$ cat src/eif_pkg.sv
package eif_pkg;
  // ----------------------------------------
  // register offsets
  // ----------------------------------------
  localparam logic [7:0] EIF_OFF_CTRL = 8'h00;
  localparam logic [7:0] EIF_OFF_TIMER_STATUS_REG = 8'h04;
  localparam logic [7:0] EIF_OFF_ISTAT = 8'h08;
  localparam logic [7:0] EIF_OFF_IMASK = 8'h0c;
  // ----------------------------------------
  // field positions in timer_irq_control
  // ----------------------------------------
  localparam int EIF_BIT_TF0 = 5;
  localparam int EIF_BIT_TR0 = 4;
  localparam int EIF_BIT_IE1 = 3;
  localparam int EIF_BIT_IT1 = 2;
  localparam int EIF_BIT_IE0 = 1;
  localparam int EIF_BIT_IT0 = 0;
  // field position in timer_status_reg
  localparam int EIF_BIT_T0OE = 0;
  // ----------------------------------------
  // event layout of status and mask
  // ----------------------------------------
  localparam int EIF_NEVT = 3;
  localparam int EIF_EVT_T0 = 0;
  localparam int EIF_EVT_X0 = 1;
  localparam int EIF_EVT_X1 = 2;
  // ----------------------------------------
  // reset values
  // ----------------------------------------
  localparam logic RST_BIT = 1'b0;
  localparam logic [2:0] EIF_RST_MASK = 3'h0;
  localparam logic [2:0] EIF_RST_STAT = 3'h0;
  localparam logic [7:0] EIF_RST_RDATA = 8'h00;
  localparam logic [2:0] EIF_RST_SYNC = 3'h7;
  localparam logic EIF_RST_LVL = 1'b1;
  typedef enum logic [1:0] {EIF_PHASE_IDLE, EIF_PHASE_SEEN} eif_phase_t;
endpackage : eif_pkg

$ cat src/eif_evt_if.sv
`timescale 1ns/1ns
`default_nettype none
interface eif_evt_if;
  logic [2:0] evt;
  logic rd_clr;
  logic [2:0] status;
  modport src (output evt, output rd_clr, input status);
  modport sink (input evt, input rd_clr, output status);
endinterface : eif_evt_if
`default_nettype wire

$ cat src/eif_pin_det.sv
`timescale 1ns/1ns
`default_nettype none
module eif_pin_det (
  input wire logic sys_clk,
  input wire logic rstn,
  input wire logic pin_n,
  output logic level_low,
  output logic fall
);
  import eif_pkg::*;
  logic [2:0] sync;
  logic lvl;
  // ----------------------------------------
  // three-stage sync, a change counts when stages two and three agree
  // ----------------------------------------
  always_ff @(posedge sys_clk or negedge rstn) begin
    if (!rstn) begin
      sync <= EIF_RST_SYNC;
    end else begin
      sync <= {sync[1:0], pin_n};
    end
  end
  always_ff @(posedge sys_clk or negedge rstn) begin
    if (!rstn) begin
      lvl <= EIF_RST_LVL;
    end else if (sync[1] == sync[2]) begin
      lvl <= sync[2];
    end
  end
  assign level_low = ~lvl;
  assign fall = lvl & (sync[1] == sync[2]) & ~sync[2];
endmodule : eif_pin_det
`default_nettype wire

$ cat src/eif_irq_bank.sv
`timescale 1ns/1ns
`default_nettype none
module eif_irq_bank (
  input wire logic sys_clk,
  input wire logic rstn,
  eif_evt_if.sink evt_bus
);
  import eif_pkg::*;
  logic [2:0] stat;
  // ----------------------------------------
  // sticky status, a new event beats the read clear
  // ----------------------------------------
  always_ff @(posedge sys_clk or negedge rstn) begin
    if (!rstn) begin
      stat <= EIF_RST_STAT;
    end else if (evt_bus.rd_clr) begin
      stat <= evt_bus.evt;
    end else begin
      stat <= stat | evt_bus.evt;
    end
  end
  assign evt_bus.status = stat;
endmodule : eif_irq_bank
`default_nettype wire

$ cat src/eif_ctrl.sv
// Chosen here: the address map and strobed register access.
`timescale 1ns/1ns
`default_nettype none
// Function
// - timer 0 overflow sets the timer 0 overflow flag
// - overflow does not set the flag while toggle-output enable is set
// - overflow flag clears on processor vector or software write of zero
// - software run bit starts and stops timer 0
// - edge on external interrupt 1 sets its flag, cleared when processed
// - software type bit selects edge or level trigger for interrupt 1
// - edge on external interrupt 0 sets its flag, cleared when processed
// - software type bit selects edge or level trigger for interrupt 0
module eif_ctrl (
  input wire logic sys_clk,
  input wire logic rstn,
  input wire logic [7:0] addr,
  input wire logic [7:0] wdata,
  input wire logic wr_en,
  input wire logic rd_en,
  output logic [7:0] rdata,
  input wire logic ext_irq0_n,
  input wire logic ext_irq1_n,
  input wire logic t0_overflow,
  input wire logic t0_vector_ack,
  input wire logic ext_irq0_ack,
  input wire logic ext_irq1_ack,
  output logic t0_run_bit,
  output logic t0_toggle_out_enable,
  output logic t0_irq_req,
  output logic ext_irq0_req,
  output logic ext_irq1_req,
  output logic irq
);
  import eif_pkg::*;
  // ----------------------------------------
  // state
  // ----------------------------------------
  logic t0_overflow_flag;
  logic ext_irq0_edge_flag;
  logic ext_irq1_edge_flag;
  logic ext_irq0_type_bit;
  logic ext_irq1_type_bit;
  logic [2:0] irq_mask;
  logic x0_low;
  logic x0_fall;
  logic x1_low;
  logic x1_fall;
  logic wr_ctrl;
  logic t0_set;
  logic x0_set;
  logic x1_set;
  logic [7:0] next_rdata;
  eif_evt_if evt_bus ();

  assign wr_ctrl = wr_en && (addr == EIF_OFF_CTRL);

  // ----------------------------------------
  // pin detectors
  // ----------------------------------------
  eif_pin_det u_det0 (
    .sys_clk(sys_clk),
    .rstn(rstn),
    .pin_n(ext_irq0_n),
    .level_low(x0_low),
    .fall(x0_fall)
  );
  eif_pin_det u_det1 (
    .sys_clk(sys_clk),
    .rstn(rstn),
    .pin_n(ext_irq1_n),
    .level_low(x1_low),
    .fall(x1_fall)
  );

  // ----------------------------------------
  // software control bits
  // ----------------------------------------
  always_ff @(posedge sys_clk or negedge rstn) begin
    if (!rstn) begin
      t0_run_bit <= RST_BIT;
    end else if (wr_ctrl) begin
      t0_run_bit <= wdata[EIF_BIT_TR0];
    end
  end
  always_ff @(posedge sys_clk or negedge rstn) begin
    if (!rstn) begin
      ext_irq0_type_bit <= RST_BIT;
      ext_irq1_type_bit <= RST_BIT;
    end else if (wr_ctrl) begin
      ext_irq0_type_bit <= wdata[EIF_BIT_IT0];
      ext_irq1_type_bit <= wdata[EIF_BIT_IT1];
    end
  end
  always_ff @(posedge sys_clk or negedge rstn) begin
    if (!rstn) begin
      t0_toggle_out_enable <= RST_BIT;
    end else if (wr_en && (addr == EIF_OFF_TIMER_STATUS_REG)) begin
      t0_toggle_out_enable <= wdata[EIF_BIT_T0OE];
    end
  end
  always_ff @(posedge sys_clk or negedge rstn) begin
    if (!rstn) begin
      irq_mask <= EIF_RST_MASK;
    end else if (wr_en && (addr == EIF_OFF_IMASK)) begin
      irq_mask <= wdata[2:0];
    end
  end

  // ----------------------------------------
  // timer 0 overflow flag
  // ----------------------------------------
  assign t0_set = t0_overflow & ~t0_toggle_out_enable;
  always_ff @(posedge sys_clk or negedge rstn) begin
    if (!rstn) begin
      t0_overflow_flag <= RST_BIT;
    end else if (t0_set) begin
      t0_overflow_flag <= 1'b1;
    end else if (t0_vector_ack || (wr_ctrl && !wdata[EIF_BIT_TF0])) begin
      t0_overflow_flag <= 1'b0;
    end
  end

  // ----------------------------------------
  // external interrupt flags
  // ----------------------------------------
  // level mode keeps the flag up while the pin is low and drops it by itself
  // once the pin is high again, with or without an ack
  assign x0_set = ext_irq0_type_bit ? x0_fall : x0_low;
  assign x1_set = ext_irq1_type_bit ? x1_fall : x1_low;
  always_ff @(posedge sys_clk or negedge rstn) begin
    if (!rstn) begin
      ext_irq0_edge_flag <= RST_BIT;
    end else if (x0_set) begin
      ext_irq0_edge_flag <= 1'b1;
    end else if (ext_irq0_ack || !ext_irq0_type_bit) begin
      ext_irq0_edge_flag <= 1'b0;
    end
  end
  always_ff @(posedge sys_clk or negedge rstn) begin
    if (!rstn) begin
      ext_irq1_edge_flag <= RST_BIT;
    end else if (x1_set) begin
      ext_irq1_edge_flag <= 1'b1;
    end else if (ext_irq1_ack || !ext_irq1_type_bit) begin
      ext_irq1_edge_flag <= 1'b0;
    end
  end
  assign t0_irq_req = t0_overflow_flag;
  assign ext_irq0_req = ext_irq0_edge_flag;
  assign ext_irq1_req = ext_irq1_edge_flag;

  // ----------------------------------------
  // sticky status and interrupt line
  // ----------------------------------------
  // status records rising of each flag, not the level, so level mode
  // gives one event per assertion
  assign evt_bus.evt[EIF_EVT_T0] = t0_set & ~t0_overflow_flag;
  assign evt_bus.evt[EIF_EVT_X0] = x0_set & ~ext_irq0_edge_flag;
  assign evt_bus.evt[EIF_EVT_X1] = x1_set & ~ext_irq1_edge_flag;
  assign evt_bus.rd_clr = rd_en && (addr == EIF_OFF_ISTAT);
  eif_irq_bank u_bank (
    .sys_clk(sys_clk),
    .rstn(rstn),
    .evt_bus(evt_bus)
  );
  assign irq = |(evt_bus.status & irq_mask);

  // ----------------------------------------
  // read port, data one cycle after the strobe
  // ----------------------------------------
  always_comb begin
    next_rdata = 8'h00;
    case (addr)
      EIF_OFF_CTRL: begin
        next_rdata[EIF_BIT_TF0] = t0_overflow_flag;
        next_rdata[EIF_BIT_TR0] = t0_run_bit;
        next_rdata[EIF_BIT_IE1] = ext_irq1_edge_flag;
        next_rdata[EIF_BIT_IT1] = ext_irq1_type_bit;
        next_rdata[EIF_BIT_IE0] = ext_irq0_edge_flag;
        next_rdata[EIF_BIT_IT0] = ext_irq0_type_bit;
      end
      EIF_OFF_TIMER_STATUS_REG: begin
        next_rdata[EIF_BIT_T0OE] = t0_toggle_out_enable;
      end
      EIF_OFF_ISTAT: begin
        next_rdata[2:0] = evt_bus.status;
      end
      EIF_OFF_IMASK: begin
        next_rdata[2:0] = irq_mask;
      end
      default: begin
        next_rdata = 8'h00;
      end
    endcase
  end
  always_ff @(posedge sys_clk or negedge rstn) begin
    if (!rstn) begin
      rdata <= EIF_RST_RDATA;
    end else if (rd_en) begin
      rdata <= next_rdata;
    end else begin
      rdata <= EIF_RST_RDATA;
    end
  end
endmodule : eif_ctrl
`default_nettype wire

$ cat config.mk
export PLATFORM = sky130hd
export DESIGN_NAME = eif_ctrl
export DESIGN_NICKNAME = d
export VERILOG_FILES = /design/src/eif_pkg.sv /design/src/eif_evt_if.sv /design/src/eif_pin_det.sv /design/src/eif_irq_bank.sv /design/src/eif_ctrl.sv
export SDC_FILE = /design/constraint.sdc
export NUM_CORES = 1
export LEC_CHECK = 0
export ABC_AREA = 1
export BUFFER_PORTS_ARGS = -buffer_cell sky130_fd_sc_hd__buf_2
export CORE_ASPECT_RATIO = 0.8
export CORE_MARGIN = 1.5
export CORE_UTILIZATION = 46
export CTS_BUF_LIST = sky130_fd_sc_hd__clkbuf_2
export DETAILED_ROUTE_END_ITERATION = 6
export PLACE_DENSITY = 0.86
export SLEW_MARGIN = 25
export SYNTH_ARGS = -nofsm -noshare
export SYNTH_HDL_FRONTEND = slang
export SYNTH_SLANG_ARGS = --single-unit
$ cat constraint.sdc
create_clock -name sys_clk -period 0.94 [get_ports sys_clk]
set_input_delay 0.188 -clock sys_clk [delete_from_list [all_inputs] [get_ports sys_clk]]
set_output_delay 0.188 -clock sys_clk [all_outputs]
set_load 0.01 [all_outputs]
==> key figures <==
Synthesis
  • Top cells by count, synth: nand2_1, dfrtp_1, inv_1
  • Yosys cell types: 22
  • Post-synth ARST share: 100.0%
  • Synth warn: 0
  • Top-count cell post-synth: nand2_1
  • Part of the Yosys area used for sequential elements: 58.99%
  • Post-Syn Area: 0.001162 sq mm
  • Area contributors post-synth: dfrtp_1, dfstp_2, nand2_1
  • Seq cells post-synth: 27
  • Biggest area consumer among synthesized cells: dfrtp_1
  • EDFF count, synth: 0
  • Main flop type after synthesis: dfrtp_1
  • Post-Syn Instances: 128
  • Syn Area/Cell: 9.081 sq um
  • Post-synth top area share: 40.90%

Finish
  • # fillers: 189
  • Final nets: 211
  • Area added between synthesis and finish: 37.03%
  • Final instance area: 0.001593 sq mm
  • Diodes inserted: 0
  • Layout cells sized above 1: 42.39%

STA
  • Max Slew Vio Count: 0
  • Final hold viol count: 0
  • Worst Skew: 0.02635 ns
  • Final WS setup: -0.3482 ns
  • Finish-stage setup viols: 17
  • Fmax achieved: 776.3 MHz
  • Unrepaired setup endpoints after global routing: yes
  • Tcrit/Tclk final: 137.0%
  • Period minus WS final: 1.288 ns
  • Post-route setup TNS: -2.345 ns

Setup path
  • Crit path arrival time: 1.10 ns
  • R2r setup slk: -0.10 ns
  • Req. time, crit path: 0.75 ns
  • RR Endpoint: ext_irq0_req
  • Worst Reg-to-Reg Cells: 4
  • WP buf/inv: 1
  • Worst setup EP type: primary output
  • CP max stage cell: dfrtp_1
  • Startpoint Class: flop
  • Crit path largest cell delay: 0.45 ns
  • Crit path cell chain: nand2_1 -> nand3_2 -> buf_6
  • R2r startpoint: u_det0.lvl
  • Crit Path Max Fanout: 2
  • Largest delay contributor family on the critical path: flip-flops
  • CP Class: reg -> out

Floorplan
  • Core Box Area: 0.002422 sq mm
  • I/O Pins: 40
  • DIE HEIGHT: 47.96 um
  • Row count: 16
  • Die Area: 0.002839 sq mm
  • Initial Utilization: 47.99%
  • Die W: 59.20 um

GRT
  • Largest net degree at the start of global routing: 28
  • First-pass GRT wire length: 3.622 mm
  • Initial antenna violation count: 0
  • Vias in the first global route: 880
  • Grt ovf: 0
  • Tot GR Track Use: 17.65%

Run
  • Max cap viols: 0

Clock tree
  • CTS tree: yes
  • Root Driver: clkbuf_2
  • Clock-pin slew on the worst setup and hold paths: 0.24 ns
  • Total number of H-tree levels: 1
  • Clock latency on the worst-skew pair: 0.36 ns
  • Cts bufs inserted: 3
  • Clock buffer depth: 2
  • Clk sinks: 27

Detailed routing
  • DRC: 0
  • Overall routed net length: 2.517 mm
  • Antenna Nets Post-Route: 0
  • 1st-pass router iterations: 4
  • WL/cell: 11.44 um
  • Avg Vias per Cell: 4.577
  • Vias: 1007
  • DRT iter0 DRCs: 33

Hold path
  • Worst hold path class: in -> reg
  • Hold EP: rdata[0]
  • HP Start: rd_en
  • Hold depth: 3

Status
  • Failing checks: setup timing
  • Outcome: finished with violations

Placement
  • Setup WS pre-CTS: -0.1362 ns
  • Number of port buffers: 34
  • DP Area: 0.001394 sq mm
  • Final HPWL DP: 1.637 mm
  • RePlAce Congestion: 0.8169

Power and ir drop
  • Peak VDD IR: 0.8420 mV
  • Leakage: 0.8443 nW
  • Power per cell area: 1265 mW/mm^2
-- how the worst max path moves through the flow --
stage,end,cells after the start,start
finish,irq,3,irq_mask[0]
detailed placement,u_bank.evt_bus.status[0],7,addr[0]
floorplan,ext_irq0_req,4,u_det0.lvl
global placement,t0_irq_req,7,addr[5]
global route,irq,3,irq_mask[0]
CTS,irq,3,irq_mask[0]
-- state kept, by name, summed over array words and instances, names as in the netlist, 3 cells and up --
signal	count
u_det1.sync	3
u_det0.sync	3
rdata	6
irq_mask	3
u_bank.evt_bus.status	3
-- repair_timing --
action | CTS | global route
pin swaps | 4 | 9
cloned | 0 | 0
buffers inserted | 8 | 5
gates resized for setup | 4 | 8
setup endpoints to repair | 17 | 19
hold buffers | 5 | 0
endpoints found under the hold margin | 23 | 0
-- final cells by class --
class / count / area (sq um) / area share, %
multi-input cells: 84 / 442.9 / 27.81
repair buffers: 53 / 339.1 / 21.29
well taps: 36 / 45.04 / 2.828
inverters: 16 / 60.06 / 3.771
clock buffers: 4 / 20.02 / 1.257
flip-flops and latches: 27 / 685.7 / 43.05
-- per-stage QoR --
step	hold slack (ns)	std cells	power [mW]	util, %
2_1_floorplan	-0.1076	129	1.396	-
3_3_place_gp	0.1870	200	1.511	57.54
3_5_place_dp	0.1917	200	1.522	57.54
4_1_cts	0.02040	217	2.016	63.22
5_1_grt	0.02103	220	2.105	65.75
6_report	0.03275	220	2.014	65.75
-- power by group --
| part | switching, mW | total (mW) | internal [mW] | leakage [nW] |
|---|---|---|---|---|
| Clock | 0.320 | 0.433 | 0.112 | 0.0166 |
| Combinational | 0.159 | 0.315 | 0.156 | 0.508 |
| Sequential | 0.0348 | 1.27 | 1.23 | 0.320 |
| Total | 0.514 | 2.01 | 1.50 | 0.844 |
-- worst register-to-register path: stages, from the launching register on --
cell and delay [ns]:
dfstp_2 0.57, nor3b_2 0.15, nand2_1 0.08, o21ai_2 0.07
o21bai_1 0.12
-- kinds of logic (layout without fill, tap and decap cells) --
family,after synthesis,after routing,share of synthesized area (%)
AOI/OAI and AO/OA,15,15,7.213
buffers and inverters,18,73,6.458
DFF,27,27,58.99
other,1,2,0.3226
and+or+nand+nor,66,66,26.16
adders and majority gates,1,1,0.8612
-- cells in the final DEF, fill, tap and decap left out --
| cell type | Yosys | routed |
|---|---|---|
| buf_2 | 0 | 33 |
| nand2_1 | 32 | 32 |
| dfrtp_1 | 19 | 19 |
| inv_1 | 15 | 15 |
| nor2_1 | 13 | 12 |
| buf_4 | 2 | 12 |
| o21ai_1 | 8 | 9 |
| nand3_1 | 13 | 8 |
| dfstp_2 | 8 | 8 |
| nand3_2 | 1 | 6 |
| dlygate4sd3_1 | 0 | 5 |
| clkbuf_2 | 0 | 4 |
| nor2_2 | 2 | 3 |
| buf_6 | 0 | 3 |
| o21ai_2 | 1 | 2 |
| nor2_4 | 2 | 2 |
| a21oi_1 | 2 | 2 |
| conb_1 | 1 | 2 |
| nand2_2 | 1 | 1 |
| inv_2 | 1 | 1 |
| nor3b_2 | 0 | 1 |
| o21a_1 | 1 | 1 |
| nand2_4 | 1 | 1 |
| o21bai_1 | 1 | 1 |
| maj3_2 | 0 | 1 |
-- layer usage --
| metal | global-route usage (%) | up-vias | wire length [um] |
|---|---|---|---|
| met5 | 0 | - | 0 |
| met4 | 4.545 | 0 | 12 |
| met3 | 5.946 | 2 | 151 |
| met2 | 29.01 | 36 | 1264 |
| met1 | 22.83 | 456 | 1089 |
| li1 | - | 513 | - |
Power figures use the tool's default switching activity.
